$ cat config.mk
export PLATFORM = sky130hd
export DESIGN_NAME = pod_top
export DESIGN_NICKNAME = d
export VERILOG_FILES = /design/src/verilog/pod_pkg.sv /design/src/verilog/pod_out_stage.sv /design/src/verilog/pod_top.sv
export VERILOG_INCLUDE_DIRS = /design/src /design/src/verilog
export SDC_FILE = /design/constraint.sdc
export NUM_CORES = 1
export LEC_CHECK = 0
export ABC_AREA = 1
export BUFFER_PORTS_ARGS = -buffer_cell sky130_fd_sc_hd__buf_2
export CAP_MARGIN = 20
export CORE_MARGIN = 1.5
export CORE_UTILIZATION = 40
export DETAILED_ROUTE_END_ITERATION = 10
export RECOVER_POWER = 25
export SLEW_MARGIN = 10
export SYNTH_ARGS = -nofsm -noshare
export SYNTH_HDL_FRONTEND = slang
export SYNTH_SLANG_ARGS = --single-unit
export TNS_END_PERCENT = 50
$ cat constraint.sdc
create_clock -name mclk -period 5.2 [get_ports mclk]
set_clock_uncertainty 0.05 [all_clocks]
set_input_delay 0.52 -clock mclk [delete_from_list [all_inputs] [get_ports mclk]]
set_output_delay 0.52 -clock mclk [all_outputs]
set_load 0.01 [all_outputs]
$ cat src/verilog/pod_map.svh
// register map, field positions, reset values and encodings of the override block
// assumes an APB slave with 32-bit words, each register one aligned word
`ifndef POD_MAP_SVH
`define POD_MAP_SVH
`define POD_ADDR_MODE      12'h000
`define POD_ADDR_OVR_CTRL  12'h004
`define POD_ADDR_MAN_STATE 12'h008
`define POD_ADDR_IRQ_STAT  12'h00C
`define POD_ADDR_IRQ_MASK  12'h010
`define POD_ADDR_STATUS    12'h014
`define POD_ADDR_DUTY_BASE 12'h020
`define POD_OVR_RESET      6'h3F
`define POD_MAN_RESET      6'h00
`define POD_MODE_DOUBLE    2'h3
`define POD_MODE_UPDOWN    2'h2
`define POD_MODE_LSB       0
`define POD_EN_BIT         2
`define POD_CMPL_BIT       3
`define POD_POL_BIT        4
`define POD_IRQ_ZERO       0
`define POD_IRQ_PERIOD     1
`define POD_ZERO_COUNT     12'h000
`endif

$ cat src/verilog/pod_pkg.sv
// types shared by the override block and its output stage
// assumes nothing beyond a SystemVerilog compiler
package pod_pkg;
    typedef enum logic [1:0] {
        pod_half_up   = 2'b01,
        pod_half_down = 2'b10
    } pod_half_t;
endpackage

$ cat src/verilog/pod_out_stage.sv
// per-output override and complementary pairing stage, registered
// assumes pwm_raw comes from the duty comparators in the same clock domain
module pod_out_stage
    import pod_pkg::*;
#(
    parameter int N_OUT = 6
) (
    input  wire logic             mclk,
    input  wire logic             rst,
    input  wire logic [N_OUT-1:0] pwm_raw,
    input  wire logic [N_OUT-1:0] ovr_ctrl,
    input  wire logic [N_OUT-1:0] man_state,
    input  wire logic             complementary,
    input  wire logic             active_low,
    output logic      [N_OUT-1:0] pwm_out
);
    logic [N_OUT-1:0] next_active;

    // select source, then force even outputs to the inverse of their odd partner
    always_comb begin
        next_active = '0;
        for (int i = 0; i < N_OUT; i++) begin
            next_active[i] = ovr_ctrl[i] ? pwm_raw[i] : man_state[i];
        end
        if (complementary) begin
            for (int i = 0; i < N_OUT; i += 2) begin
                next_active[i] = ~next_active[i+1];
            end
        end
    end

    // one register so a register change reaches the pin on the next clock
    always_ff @(posedge mclk) begin
        if (rst) begin
            pwm_out <= '0;
        end else begin
            pwm_out <= next_active ^ {N_OUT{active_low}};
        end
    end
endmodule

$ cat src/verilog/pod_top.sv
// pwm output override stage with double-update time base interrupts, APB slave
// assumes the time base counter and period come from the counting logic on mclk
// Contract
// - in mode 11 an interrupt event fires when the counter is zero and when it equals period.
// - double update exists only as a form of continuous up/down counting.
// - in double update duty values are taken at both interrupt points each period.
// - in double update the up and down halves may use different duty values.
// - an override bit of one lets the duty and time base logic drive that output.
// - an override bit of zero drives the output from its manual state bit.
// - when overridden, a manual bit of one is active and zero is inactive.
// - in complementary mode each even output is the inverse of its odd partner.
// - override control resets to all ones in six bits, upper two read zero.
// - manual state resets to all zeros in six bits, upper two read zero.
// - duty generation and override operate together on the same outputs.
// - outputs 2 to 5 reach port pins 4 to 7 when that pin direction bit is zero.
//
// The APB register port and the register addresses were chosen for this implementation.
`include "pod_map.svh"
module pod_top
    import pod_pkg::*;
#(
    parameter int N_OUT = 6,
    parameter int CNT_W = 12
) (
    input  wire logic              mclk,
    input  wire logic              rst,
    input  wire logic              psel,
    input  wire logic              penable,
    input  wire logic              pwrite,
    input  wire logic [11:0]       paddr,
    input  wire logic [31:0]       pwdata,
    output logic      [31:0]       prdata,
    output logic                   pready,
    output logic                   pslverr,
    input  wire logic [CNT_W-1:0]  timebase_counter,
    input  wire logic [CNT_W-1:0]  timebase_period,
    input  wire logic              count_down,
    input  wire logic [3:0]        pin_direction_bit,
    input  wire logic [3:0]        port_latch,
    output logic      [N_OUT-1:0]  pwm_out,
    output logic      [3:0]        port_b_pin,
    output logic      [3:0]        port_b_oe_n,
    output logic      [1:0]        timebase_mode_field,
    output logic                   timebase_enable,
    output logic                   tb_event,
    output logic                   irq
);
    ////////////////////////////////////////////////////////////////////////////
    // register map, one aligned 32-bit word each, data in the low bits
    //   mode          field in bits 1:0, enable bit 2, pairing bit 3, polarity bit 4
    //   override      six control bits, one selects pwm and zero the manual bit
    //   manual state  six state bits, one is active and zero inactive
    //   irq status    zero match and period match flags, write one to clear
    //   irq mask      one enable per status flag
    //   status        outputs in bits 5:0, event pulse bit 6, down half bit 7
    //   duty          six buffers, one word apart from the duty base
    // an address outside the map answers with pslverr, drops writes and reads zero
    //
    // timing, counted from the edge at which the access phase first stands
    //   +1 edge   the write lands and pready rises with the read data
    //   +2 edges  the master sees pready and releases the bus
    //   a mode, override or manual state change reaches pwm_out one edge after it lands,
    //   and the port pins one edge later still
    //
    // limitation: the mode field is not guarded against a change while the
    // time base runs; software must disable first, or events may come early
    // or late for one period
    //
    // trade-off: every output is registered, which costs a cycle of latency
    // but keeps the pins free of decode glitches toward the power stage

    ////////////////////////////////////////////////////////////////////////////
    // registers
    logic [4:0]       mode_reg;
    logic [N_OUT-1:0] ovr_ctrl;
    logic [N_OUT-1:0] man_state;
    logic [1:0]       irq_stat;
    logic [1:0]       irq_mask;
    logic [CNT_W-1:0] duty_buf [N_OUT];
    logic [CNT_W-1:0] duty_act [N_OUT];
    logic [N_OUT-1:0] pwm_raw;
    logic [N_OUT-1:0] stage_out;
    pod_half_t        half;
    logic             hit_zero;
    logic             hit_period;
    logic             zero_event;
    logic             period_event;
    logic             double_mode;
    logic             updown_mode;
    logic             wr_en;
    logic             rd_en;
    logic [31:0]      next_rdata;
    logic             next_err;

    // maps a byte address to a duty buffer index, or N_OUT when outside the window
    function automatic int duty_index(input logic [11:0] addr);
        int idx;
        idx = N_OUT;
        for (int i = 0; i < N_OUT; i++) begin
            if (addr == `POD_ADDR_DUTY_BASE + 12'(4 * i)) begin
                idx = i;
            end
        end
        return idx;
    endfunction

    // the first cycle of the APB access phase, before pready, is the only cycle that commits
    assign wr_en = psel && penable && pwrite && !pready;
    assign rd_en = psel && penable && !pwrite && !pready;

    // one decode for the write strobe of every register except the duty buffers, so each register block reads alike
    function automatic logic reg_hit(input logic [11:0] addr);
        return wr_en && (paddr == addr);
    endfunction

    // picks the pwm output wired to a port pin; pins 4..7 carry outputs 2..5
    function automatic logic next_pin(input int p);
        return stage_out[p + 2];
    endfunction

    ////////////////////////////////////////////////////////////////////////////
    // time base event detection
    assign double_mode = mode_reg[`POD_MODE_LSB +: 2] == `POD_MODE_DOUBLE;
    assign updown_mode = mode_reg[`POD_MODE_LSB + 1];
    assign hit_zero    = timebase_counter == `POD_ZERO_COUNT;
    assign hit_period  = timebase_counter == timebase_period;

    // the two interrupt points; status, event pulse and duty transfer share them
    // so software never sees a flag for a point at which no duty value was taken
    assign zero_event   = timebase_enable && updown_mode && hit_zero;
    assign period_event = timebase_enable && double_mode && hit_period;

    // events only in up/down modes; double update adds the period-match event
    always_ff @(posedge mclk) begin
        if (rst) begin
            tb_event <= 1'b0;
        end else begin
            tb_event <= zero_event || period_event;
        end
    end

    // half-period tracker from count_down, read back as the down half bit of status
    always_ff @(posedge mclk) begin
        if (rst) begin
            half <= pod_half_up;
        end else begin
            half <= count_down ? pod_half_down : pod_half_up;
        end
    end

    ////////////////////////////////////////////////////////////////////////////
    // duty transfer from buffers at the update points; while disabled the
    // buffers pass straight through so the first period starts with fresh values
    always_ff @(posedge mclk) begin
        if (rst) begin
            for (int i = 0; i < N_OUT; i++) begin
                duty_act[i] <= '0;
            end
        end else if (!timebase_enable || zero_event || period_event) begin
            for (int i = 0; i < N_OUT; i++) begin
                duty_act[i] <= duty_buf[i];
            end
        end
    end

    // comparators; each output has its own duty value, compared while enabled
    always_comb begin
        for (int i = 0; i < N_OUT; i++) begin
            pwm_raw[i] = timebase_enable && (timebase_counter < duty_act[i]);
        end
    end

    ////////////////////////////////////////////////////////////////////////////
    // software registers, one block each; unused upper bits are never stored
    // mode: field, enable, complementary pairing and output polarity
    always_ff @(posedge mclk) begin
        if (rst) begin
            mode_reg <= '0;
        end else if (reg_hit(`POD_ADDR_MODE)) begin
            mode_reg <= pwdata[4:0];
        end
    end

    // override control leaves reset all ones, so every output starts pwm driven
    always_ff @(posedge mclk) begin
        if (rst) begin
            ovr_ctrl <= `POD_OVR_RESET;
        end else if (reg_hit(`POD_ADDR_OVR_CTRL)) begin
            ovr_ctrl <= pwdata[N_OUT-1:0];
        end
    end

    // manual state leaves reset all zeros, so an override forces inactive
    always_ff @(posedge mclk) begin
        if (rst) begin
            man_state <= `POD_MAN_RESET;
        end else if (reg_hit(`POD_ADDR_MAN_STATE)) begin
            man_state <= pwdata[N_OUT-1:0];
        end
    end

    // interrupt mask, one bit per status flag
    always_ff @(posedge mclk) begin
        if (rst) begin
            irq_mask <= '0;
        end else if (reg_hit(`POD_ADDR_IRQ_MASK)) begin
            irq_mask <= pwdata[1:0];
        end
    end

    // duty buffers take writes at any time and reach the comparators only at
    // an update point or while disabled, so a half period never runs on a half-written value
    always_ff @(posedge mclk) begin
        if (rst) begin
            for (int i = 0; i < N_OUT; i++) begin
                duty_buf[i] <= '0;
            end
        end else if (wr_en && duty_index(paddr) < N_OUT) begin
            duty_buf[duty_index(paddr)] <= pwdata[CNT_W-1:0];
        end
    end

    // the mode field is meant to change only while disabled; not enforced
    assign timebase_mode_field = mode_reg[`POD_MODE_LSB +: 2];
    assign timebase_enable     = mode_reg[`POD_EN_BIT];

    // sticky status, write one to clear; a new event wins over the clear
    always_ff @(posedge mclk) begin
        if (rst) begin
            irq_stat <= '0;
        end else begin
            if (zero_event) begin
                irq_stat[`POD_IRQ_ZERO] <= 1'b1;
            end else if (reg_hit(`POD_ADDR_IRQ_STAT) && pwdata[`POD_IRQ_ZERO]) begin
                irq_stat[`POD_IRQ_ZERO] <= 1'b0;
            end
            if (period_event) begin
                irq_stat[`POD_IRQ_PERIOD] <= 1'b1;
            end else if (reg_hit(`POD_ADDR_IRQ_STAT) && pwdata[`POD_IRQ_PERIOD]) begin
                irq_stat[`POD_IRQ_PERIOD] <= 1'b0;
            end
        end
    end

    // level interrupt from registered status and mask
    always_ff @(posedge mclk) begin
        if (rst) begin
            irq <= 1'b0;
        end else begin
            irq <= |(irq_stat & irq_mask);
        end
    end

    ////////////////////////////////////////////////////////////////////////////
    // read mux; upper bits of the byte registers read zero
    always_comb begin
        next_rdata = '0;
        next_err   = 1'b0;
        unique case (paddr)
            `POD_ADDR_MODE:      next_rdata[4:0]       = mode_reg;
            `POD_ADDR_OVR_CTRL:  next_rdata[N_OUT-1:0] = ovr_ctrl;
            `POD_ADDR_MAN_STATE: next_rdata[N_OUT-1:0] = man_state;
            `POD_ADDR_IRQ_STAT:  next_rdata[1:0]       = irq_stat;
            `POD_ADDR_IRQ_MASK:  next_rdata[1:0]       = irq_mask;
            `POD_ADDR_STATUS:    next_rdata[N_OUT+1:0] = {half == pod_half_down, tb_event,
                                                          stage_out};
            default: begin
                if (duty_index(paddr) < N_OUT) begin
                    next_rdata[CNT_W-1:0] = duty_buf[duty_index(paddr)];
                end else begin
                    next_err = 1'b1;
                end
            end
        endcase
    end

    // one wait state: pready rises one cycle into the access phase and stands
    // one cycle; the spare cycle gives the read mux a full period to decode
    always_ff @(posedge mclk) begin
        if (rst) begin
            pready <= 1'b0;
        end else begin
            pready <= psel && penable && !pready;
        end
    end

    // read data stands only with pready and is zero otherwise
    always_ff @(posedge mclk) begin
        if (rst) begin
            prdata <= '0;
        end else begin
            prdata <= rd_en ? next_rdata : '0;
        end
    end

    // error answer for an address outside the map, reads and writes alike
    always_ff @(posedge mclk) begin
        if (rst) begin
            pslverr <= 1'b0;
        end else begin
            pslverr <= (rd_en || wr_en) && next_err;
        end
    end

    ////////////////////////////////////////////////////////////////////////////
    // override stage
    pod_out_stage #(
        .N_OUT (N_OUT)
    ) u_stage (
        .mclk          (mclk),
        .rst           (rst),
        .pwm_raw       (pwm_raw),
        .ovr_ctrl      (ovr_ctrl),
        .man_state     (man_state),
        .complementary (mode_reg[`POD_CMPL_BIT]),
        .active_low    (mode_reg[`POD_POL_BIT]),
        .pwm_out       (stage_out)
    );

    assign pwm_out = stage_out;

    // port pins 4..7 carry outputs 2..5 when the direction bit selects output;
    // a pin set as input shows the latch value but its enable is released
    always_ff @(posedge mclk) begin
        if (rst) begin
            port_b_pin <= '0;
        end else begin
            for (int p = 0; p < 4; p++) begin
                port_b_pin[p] <= pin_direction_bit[p] ? port_latch[p] : next_pin(p);
            end
        end
    end

    // enable is active low and follows the direction bit, released in reset
    always_ff @(posedge mclk) begin
        if (rst) begin
            port_b_oe_n <= '1;
        end else begin
            port_b_oe_n <= pin_direction_bit;
        end
    end
endmodule

==> results of run 1 <==
## layout by cell type, fill, tap and decap left out, types with 4 or more instances in the layout
cell type  instances
a211oi_1           6
a21oi_1           56
buf_2             60
buf_4              5
clkbuf_1          40
clkbuf_16         23
clkbuf_8           5
conb_1            28
dfxtp_1           53
edfxtp_1         152
ha_1              66
inv_1            231
nand2_1          265
nand2_4            4
nand3_1           60
nand3_2            7
nand4_1           12
nor2_1           210
nor2_2             5
nor2_4             5
nor3_1            19
nor4_1             4
o211ai_1           8
o21ai_0           35
or2_2              8
xnor2_1            4
## routing by layer
layer	vias to the layer above	share of wire [%]	wire (um)
met3	53	7.0	2080
met4	0	2.3	685
li1	4257	-	-
met5	-	0	0
met1	3961	45	13300
met2	336	46	13600
## worst paths after layout
check / start / endpoint / slack, ns / cells after the start
min reg2reg: irq_mask[1]$_SDFFE_PP0P_ / irq_mask[1]$_SDFFE_PP0P_ / 0.41 / 2
min: count_down / half[0]$_SDFF_PP1_ / 0.14 / 2
max: rst / duty_buf[2][7]$_SDFFCE_PN0P_ / 1.69 / 7
max reg2reg: mode_reg[2]$_SDFFE_PP0P_ / duty_act[2][11]$_SDFFCE_PN0P_ / 2.47 / 7
## synth_stat cells (all sizes together) (3+ instances only)
master / n / share of area, %
a211oi: 6 / 0.41
a21oi: 56 / 2.5
buf: 43 / 3.0
clkbuf: 10 / 0.34
dfxtp: 53 / 9.6
edfxtp: 152 / 41
ha: 66 / 7.5
inv: 236 / 8.0
nand2: 271 / 9.7
nand3: 69 / 3.7
nand4: 12 / 0.68
nor2: 221 / 8.2
nor3: 19 / 0.86
nor4: 4 / 0.23
o2111a: 3 / 0.30
o211ai: 8 / 0.54
o21ai: 39 / 1.9
or2: 8 / 0.45
xnor2: 4 / 0.32
xor2: 3 / 0.24
## stage by stage
step	hold slack [ns]	utilization (%)	instance area (um2)	instances
floorplan	0.379	-	11200	1316
global placement	0.387	43.5	11800	1735
finish	0.142	46.1	12500	1777
global route	0.161	46.1	12500	1777
CTS	0.142	46.4	12600	1777
detailed placement	0.400	43.5	11800	1735
## cell families (layout without fill, tap and decap cells)
| kind of cell | Yosys count | after routing |
|---|---|---|
| AND/OR/NAND/NOR | 606 | 606 |
| adder cells (fa/ha/maj) | 66 | 66 |
| buffers and inverters | 290 | 379 |
| other | 1 | 28 |
| flip-flops | 205 | 205 |
| XOR/XNOR | 7 | 7 |
| AO/OA/AOI/OAI | 114 | 114 |
## final cells by class
cell class | instances | area (um2)
fillers | 2649 | 14600
multi-input cells | 821 | 4250
flip-flops and latches | 205 | 5630
well taps | 372 | 465
inverters | 237 | 895
clock inverters | 8 | 124
repair buffers | 100 | 469
clock buffers | 34 | 671
## power by group
part / internal [mW] / leakage, nW / switching (mW) / total [mW]
clock network: 1.04 / 0.385 / 0.659 / 1.70
logic: 0.0960 / 3.14 / 0.192 / 0.288
registers: 1.80 / 2.09 / 0.0188 / 1.82
total: 2.94 / 5.61 / 0.870 / 3.81
==> impl_results.md, run 1 <==
* Outcome: finished with violations
* Failing checks: capacitance limit, slew limit
* WL/cell at 16.7 um
* Post-synthesis cell count at roughly 1,300
* Global routing usage on met3 at about 2.8%
* Die ar. at around 29,000 um2
* Ant diodes at 0
* Worst hold path class: primary input to flop
* Critical path's top delay family: buffers and inverters
* Initial core utilization at 40.9%
* Biggest register: duty_buf
* H-tree lvl count at 1
* Post-DP HPWL at about 22 mm
* Tot Pwr at 3.81 mW
* Mux share of post-synthesis cell area at 0%
* Vias in the first global route at 8,297
* FP Rows at 60
* CORE AREA at 27,100 um2
* CTS tree: built
* Power Density at ~300 nW/um2
* Post-synthesis cell type count at 39
* Finish-stage setup viols at 0
* Initial antenna violation count at 0
* Clock Sinks at around 200
* Nets at about 1,500
* Worst Setup End Kind: flop
* Leak Pwr at approximately 5.6 nW
* Clock Tree Buf Depth at 3
* Slowest-stage cell, CP: clkbuf_1
* Synth Area in Adders at 7.45%
* Cts bufs inserted at 23
* Met1 usage at roughly 29%
* Layout area overhead at 12.9%
* Post-CTS setup buffer count at 0
* Period minus WS final at around 3.5 ns
* Largest regs: duty_buf (80), duty_act (72), prdata (12)
* Drt pass-1 iters at 6
* Final hold violations at 0
* Worst Tran Pin Value at roughly 1.8 ns
* M2 GR Usage at between 30% and 40%
* Iteration-0 DRC Markers at roughly 740
* CP arrival at 3.60 ns
* GR peak layer: met2
* Warnings from Yosys at 0
* Max-slew violations at 35
* Clk_lat worst skew at between 0.5 and 0.6 ns
* Port buffer count at 94
* Buf/Inv on CP at 3
* Critical path class: primary input to flop
* Fraction of layout cells with a size suffix above 1 at about a tenth
* CTS clk-pin slew, worst paths at about 0.06 ns
* Final WL at ~30 mm
* Post-Synth XOR/XNOR Area at less than 1%
* EDFF count, synth at 152
* Ys flop type: edfxtp_1
* Grt ovf at 0
* Fmax at ~0.29 GHz
* Largest net degree at the start of global routing at 73
* Avg Inst Size Synth at ~8.6 um2
* Antenna-violating nets left at 0
* Sequential share of the synthesized area at 50.8%
* CP peak stage delay at ~1.3 ns
* Crit path launch type: primary input
* RSZ-0062 raised after global routing: false
* Worst path cell trace: clkbuf_1 > clkinv_1 > clkbuf_1 > nand3_4 > nor2_4 > nand3_2 > nand2_1
* Die height at roughly 170 um
* Final WS setup at around 1.7 ns
* Async SR Flop Fraction at 0%
* Peak VDD IR at 0.261 mV
* Compound-Gate Fraction of Synth Area at roughly 5.8%
* Root Driver: clkbuf_16
* Crit path max fanout at 34
* DR vias/cell at 4.84
* Max-cap viol count at 1
* Die X-Extent at roughly 170 um
* First-pass GRT wire length at about 46 mm
* Via count at between 8,000 and 9,000
* # IOs at ~140
* Top cell by count, worst path: clkbuf_1
* Hold Buf Count CTS at 0
* Mapped cell area at ~11,000 um2
* Main combinational cell family by area after synthesis: simple AND/OR/NAND/NOR gates
* RD Place Congestion at roughly 0.89
* Final worst path period share at around two thirds
* Setup WS pre-CTS at 1.64 ns
* Number of remaining DRC errors at 0
* All-layer global routing usage at a little over a fifth
* Max reg flops at 80
* Slew HR at -18.3%
* Post-synthesis simple-gate area fraction at a little under a quarter
* Yosys reg bits at slightly above 200
* Post-CTS Resized at 0
* TNS Setup at 0 ns
* Required @ worst endpoint at about 5.3 ns
(Power assumes the default switching activity.)
==> run 2, diff against run 1 <==
==> constraint.sdc (replaced) <==
create_clock -name mclk -period 2.9 [get_ports mclk]
set_clock_uncertainty 0.05 [all_clocks]
set_input_delay 0.29 -clock mclk [delete_from_list [all_inputs] [get_ports mclk]]
set_output_delay 0.29 -clock mclk [all_outputs]
set_load 0.01 [all_outputs]
==> impl_results.md, run 2 (synthesized netlist as in run 1, its figures left out) <==
* Placed cells at 1,752 (+0.98%)
* CORE AREA at 27,100 um2 (unchanged)
* Post-DP HPWL at 22.6 mm (+4.2%)
* Clk_lat worst skew at 0.52 ns (about the same)
* Final WL at 30.5 mm (+2.9%)
* HP Start: pwdata[5]
* Post-Layout Cell Count at 1,803 (+1.5%)
* Period minus WS final at approximately 2.5 ns
* Post-place instance area at 12,000 um2 (+1.4%)
* Finish-stage setup viols at 0 (unchanged)
* Reg-to-reg startpoint: mode_reg[2]$_SDFFE_PP0P_
* Required @ worst endpoint at 3.06 ns (-2.23 ns)
* Int Power at 5.03 mW (+71%)
* FP Rows at 60 (unchanged)
* Antenna-violating nets left at 0 (unchanged)
* Ant diodes at 0 (unchanged)
* WL/cell at 16.9 um (+1.4%)
* CTS tree: built
* Nets at 1,562 (+1.7%)
* H-tree lvl count at 1 (unchanged)
* RD Place Congestion at 0.880 (-1.1%)
* Design area at 12,600 um2 (+1.2%)
* RSZ-0062 raised after global routing: false
* Die X-Extent at 169 um (unchanged)
* Clk pwr share at 42.0% (-2.7 points)
* Root Driver: clkbuf_16
* All-layer global routing usage at 21.5% (+0.43 points)
* Cts bufs inserted at 23 (unchanged)
* Initial core utilization at 40.9% (unchanged)
* CTS clk-pin slew, worst paths at 0.06 ns (about the same)
* Final hold violations at 0 (unchanged)
* Seq pwr share at 49.8% (+2.0 points)
* Sw frac at 23.4% (+0.53 points)
* DR vias/cell at 4.80 (-1.0%)
* Most frequent cells in the layout: nand2_1 (264), inv_1 (230), nor2_1 (208), edfxtp_1 (152), ha_1 (66)
* Fraction of layout cells with a size suffix above 1 at 10.8% (+0.51 points)
* Largest regs: duty_buf (80), duty_act (72), prdata (12)
* Critical path class: primary input to flop
* Biggest register: duty_buf
* Worst Setup End Kind: flop
* Crit path max fanout at 26 (-24%)
* Number of remaining DRC errors at 0 (unchanged)
* Fmax at between 0.4 and 0.5 GHz
* Max-cap viol count at 0 (-1)
* Post-CTS setup buffer count at 0 (unchanged)
* Worst hold path class: primary input to flop
* FF-to-FF setup slack at 0.53 ns (-1.94 ns)
* Crit path launch type: primary input
* Port buffer count at 94 (unchanged)
* Hold Path Sink: ovr_ctrl[5]$_SDFFE_PP1P_
* Clock Sinks at 205 (unchanged)
* Outcome: completed
* Via count at 8,646 (+0.45%)
* Worst path cell trace: clkbuf_1 > clkinv_1 > clkbuf_1 > clkbuf_1 > o21ai_0 > buf_4
* Critical path's top delay family: buffers and inverters
* Post-CTS Resized at 0 (unchanged)
* NetSw at 1.53 mW (+76%)
* Leak Pwr at 5.69 nW (+1.4%)
* Largest net degree at the start of global routing at 73 (unchanged)
* CP peak stage delay at 0.57 ns (-0.72 ns)
* # IOs at 135 (unchanged)
* First-pass GRT wire length at 46.2 mm (+1.6%)
* Hold depth at 3 (+1)
* Logic gate share of total power at 8.2% (+0.6 points)
* Drt pass-1 iters at 5 (-1)
* Final worst path period share at about 86%
* Max-slew violations at 0 (-100%)
* Iteration-0 DRC Markers at 747 (+1.4%)
* Buf/Inv on CP at 5 (+2)
* Most common cell after layout, fill and taps aside: nand2_1
* Worst Tran Pin Value at 1.17 ns (-0.605 ns)
* Reg2Reg Depth at 9 (+2)
* Grt ovf at 0 (unchanged)
* Peak VDD IR at 0.432 mV (+66%)
* Die height at 169 um (unchanged)
* Power Density at 519 nW/um2 (+70%)
* Initial antenna violation count at 0 (unchanged)
* Worst R2R End: duty_act[4][7]$_SDFFCE_PN0P_
* Top cell by count, worst path: clkbuf_1
* Clock Tree Buf Depth at 3 (unchanged)
* Hold Buf Count CTS at 9 (+9)
* Layout area overhead at 14.2%
* Slew HR at 22.1% (+40 points)
* Max reg flops at 80 (unchanged)
* CP arrival at 2.65 ns (-0.95 ns)
* Vias in the first global route at 8,056 (-2.9%)
* Slowest-stage cell, CP: clkbuf_1
* Die ar. at 28,700 um2 (unchanged)
[run 2: final cells by class]
class	count	area, um2
clock inverters	6	56.3
repair buffers	126	704
flip-flops and latches	205	5630
fillers	2644	14500
multi-input cells	821	4260
well taps	372	465
inverters	237	898
clock buffers	36	644
[run 2: worst reg2reg max path: cells and delay by family (launching register included)]
kind                   cells  cell delay [ns]
DFF                        1             0.53
buffers and inverters      1             0.20
and+or+nand+nor            8             1.36
[run 2: power groups by stage]
stage / clock network (mW) / logic (mW) / registers [mW]
floorplan: 0 / 0.337 / 3.32
global placement: 0 / 0.520 / 3.32
detailed placement: 0 / 0.532 / 3.33
CTS: 2.80 / 0.544 / 3.26
global route: 2.91 / 0.613 / 3.27
finish: 2.76 / 0.536 / 3.27
[run 2: how the worst max path moves through the flow]
stage | endpoint | startpoint | slack (ns) | cells after the start
finish | duty_buf[4][10]$_SDFFCE_PN0P_ | rst | 0.41 | 6
CTS | duty_act[4][7]$_SDFFCE_PN0P_ | mode_reg[2]$_SDFFE_PP0P_ | 0.62 | 9
global placement | duty_buf[2][2]$_SDFFCE_PN0P_ | paddr[9] | 0.47 | 10
detailed placement | duty_buf[2][1]$_SDFFCE_PN0P_ | paddr[9] | 0.46 | 10
global route | duty_buf[4][8]$_SDFFCE_PN0P_ | rst | 0.26 | 6
floorplan | duty_act[0][0]$_SDFFCE_PN0P_ | timebase_counter[0] | -1.03 | 6
[run 2: stage by stage]
| stage | worst slack [ns] | hold WS [ns] | setup TNS [ns] | power [mW] | utilization, % |
|---|---|---|---|---|---|
| 4_1_cts | 0.619 | 0.0312 | 0 | 6.61 | 47.0 |
| 5_1_grt | 0.260 | 0.0503 | 0 | 6.79 | 46.7 |
| 2_1_floorplan | -1.03 | 0.318 | -74.10 | 3.65 | - |
| 3_5_place_dp | 0.462 | 0.394 | 0 | 3.86 | 44.1 |
| 3_3_place_gp | 0.469 | 0.388 | 0 | 3.84 | 44.1 |
| 6_report | 0.411 | 0.0398 | 0 | 6.56 | 46.7 |
[run 2: per-layer routing]
metal / vias to the layer above / GRT usage, % / routed length [um]
met5: - / 0 / 0
met4: 0 / 6.46 / 863
met3: 59 / 2.38 / 1950
met2: 325 / 34.5 / 13600
met1: 3952 / 30.7 / 14100
li1: 4310 / - / -
==> run 3, diff against run 2 <==
--- a/config.mk
+++ b/config.mk
@@ -11,7 +11,9 @@
 export CAP_MARGIN = 20
 export CORE_MARGIN = 1.5
 export CORE_UTILIZATION = 40
+export CTS_CLUSTER_SIZE = 10
 export DETAILED_ROUTE_END_ITERATION = 10
+export HOLD_SLACK_MARGIN = 0.05
 export RECOVER_POWER = 25
 export SLEW_MARGIN = 10
 export SYNTH_ARGS = -nofsm -noshare
==> impl_results.md, run 3 (synthesized netlist as in run 1, its figures left out) <==
* Worst Tran Pin Value at 1.17 ns (+0.00374 ns)
* WL/cell at 16.9 um (-0.33%)
* Die ar. at 28,700 um2 (unchanged)
* Ant diodes at 0 (unchanged)
* Power Density at 521 nW/um2 (+0.56%)
* Largest net degree at the start of global routing at 73 (unchanged)
* CTS clk-pin slew, worst paths at 0.06 ns (about the same)
* Fmax at 0.368 GHz (-8.5%)
* Vias in the first global route at 8,123 (+0.83%)
* Critical path's top delay family: simple AND/OR/NAND/NOR gates
* Max-cap viol count at 0 (unchanged)
* Number of remaining DRC errors at 0 (unchanged)
* Die height at 169 um (unchanged)
* Slowest-stage cell, CP: dlygate4sd3_1
* CORE AREA at 27,100 um2 (unchanged)
* Final WL at 30.6 mm (+0.33%)
* DR vias/cell at 4.79 (about the same)
* Reg2Reg Depth at 9 (unchanged)
* Layout area overhead at 15.7%
* Critical path class: primary input to flop
* CTS tree: built
* # IOs at 135 (unchanged)
* Leak Pwr at 5.75 nW (+1.1%)
* Most common cell after layout, fill and taps aside: nand2_1
* Final hold violations at 0 (unchanged)
* Die X-Extent at 169 um (unchanged)
* Drt pass-1 iters at 5 (unchanged)
* Required @ worst endpoint at 3.01 ns (-0.05 ns)
* RD Place Congestion at 0.880 (unchanged)
* Initial antenna violation count at 0 (unchanged)
* Finish-stage setup viols at 0 (unchanged)
* Worst hold path class: primary input to flop
* Biggest register: duty_buf
* Initial core utilization at 40.9% (unchanged)
* Clock Tree Buf Depth at 3 (unchanged)
* Crit path max fanout at 12 (-54%)
* CP arrival at 2.83 ns (+0.18 ns)
* Cts bufs inserted at 25 (+8.7%)
* Largest regs: duty_buf (80), duty_act (72), prdata (12)
* FF-to-FF setup slack at 0.56 ns (+0.03 ns)
* Buf/Inv on CP at 4 (-1)
* Root Driver: clkbuf_16
* Period minus WS final at 2.72 ns (+0.232 ns)
* Most frequent cells in the layout: nand2_1 (255), inv_1 (229), nor2_1 (208), edfxtp_1 (152), ha_1 (66)
* Crit path launch type: primary input
* FP Rows at 60 (unchanged)
* Post-DP HPWL at 22.6 mm (unchanged)
* Max reg flops at 80 (unchanged)
* Tot Pwr at 6.69 mW (+1.9%)
* Antenna-violating nets left at 0 (unchanged)
* Worst hold slack at 0.108 ns (+0.0681 ns)
* Worst path cell trace: dlygate4sd3_1 > buf_2 > nand2_1 > dlygate4sd3_1 > nor2_1 > inv_1 > nor2_1 > nand3_1 > nand2_1 > nand3_2 > nand2_1
* Slew HR at 21.8% (-0.25 points)
* Top cell by count, worst path: nand2_1
* Max-slew violations at 0 (unchanged)
* Critical Path Source: penable
* Post-CTS setup buffer count at 0 (unchanged)
* Grt ovf at 0 (unchanged)
* Worst Setup EP: duty_buf[3][11]$_SDFFCE_PN0P_
* Worst Setup End Kind: flop
* Fraction of layout cells with a size suffix above 1 at 11.6% (+0.88 points)
* RSZ-0062 raised after global routing: false
* Iteration-0 DRC Markers at 884 (+18%)
* Outcome: completed
* All-layer global routing usage at 21.6% (+0.041 points)
* Crit. path cell count at 11 (+5)
* Peak VDD IR at 0.361 mV (-16%)
* Final worst path period share at 93.8% (+8.0 points)
* Reg-to-reg startpoint: mode_reg[2]$_SDFFE_PP0P_
* CP peak stage delay at 0.55 ns (-0.02 ns)
* Hold depth at 2 (-1)
* Clock Sinks at 205 (unchanged)
* Clk_lat worst skew at 0.53 ns (about the same)
* Worst R2R End: duty_act[1][8]$_SDFFCE_PN0P_
* Nets at 1,572 (+0.64%)
* H-tree lvl count at 1 (unchanged)
* Final core occ at 47.3% (+0.63 points)
* Port buffer count at 94 (unchanged)
* First-pass GRT wire length at 46.4 mm (+0.42%)
* Via count at 8,695 (+0.57%)
run 3: how the worst min path moves through the flow:
stage                                         from  slack, ns                        end
after floorplan                                rst       0.32  man_state[0]$_SDFFE_PP0P_
after global placement    ovr_ctrl[4]$_SDFFE_PP1P_       0.39   ovr_ctrl[4]$_SDFFE_PP1P_
after detailed placement  ovr_ctrl[4]$_SDFFE_PP1P_       0.39   ovr_ctrl[4]$_SDFFE_PP1P_
after CTS                                      rst       0.09   mode_reg[3]$_SDFFE_PP0P_
after global routing                           rst       0.11             irq$_SDFF_PP0_
final                                          rst       0.11   mode_reg[3]$_SDFFE_PP0P_
run 3: routing by layer:
metal	global-route usage, %	part of all wire [%]
met3	2.47	7.2
met5	0	0
met1	31.0	45
met2	34.7	45
met4	5.62	2.2
run 3: repair_timing:
item,in CTS,in global routing
endpoints found under the hold margin,24,0
endpoints found under the setup margin,0,12
resized for setup,0,1
hold buffers,17,0
run 3: area by class of cell:
class | count | area (um2)
fillers | 2631 | 14300
clock buffers | 44 | 717
repair buffers | 134 | 790
inverters | 237 | 898
well taps | 372 | 465
multi-input cells | 821 | 4300
flip-flops and latches | 205 | 5630
clock inverters | 2 | 28.8
run 3: worst reg2reg max path, stage by stage, from the launching register on:
cell     delay, ns
dfxtp_1       0.54
nand2_1       0.18
nor2_1        0.17
nand3_1       0.10
nor3_1        0.14
nand2_1       0.17
nand3_1       0.11
nand2_1       0.09
buf_12        0.21
nor2_1        0.39
run 3: stage by stage:
| step | TNS, ns | std cells | setup slack, ns | area, um2 |
|---|---|---|---|---|
| 2_1_floorplan | -74.10 | 1316 | -1.03 | 11200 |
| 3_3_place_gp | 0 | 1752 | 0.469 | 12000 |
| 3_5_place_dp | 0 | 1752 | 0.462 | 12000 |
| 4_1_cts | 0 | 1815 | 0.158 | 12900 |
| 5_1_grt | 0 | 1815 | 0.00122 | 12800 |
| 6_report | 0 | 1815 | 0.179 | 12800 |
run 3: power by group:
group,internal (mW),switching [mW]
registers,3.23,0.0350
logic,0.194,0.353
clock network,1.67,1.20
total,5.10,1.59
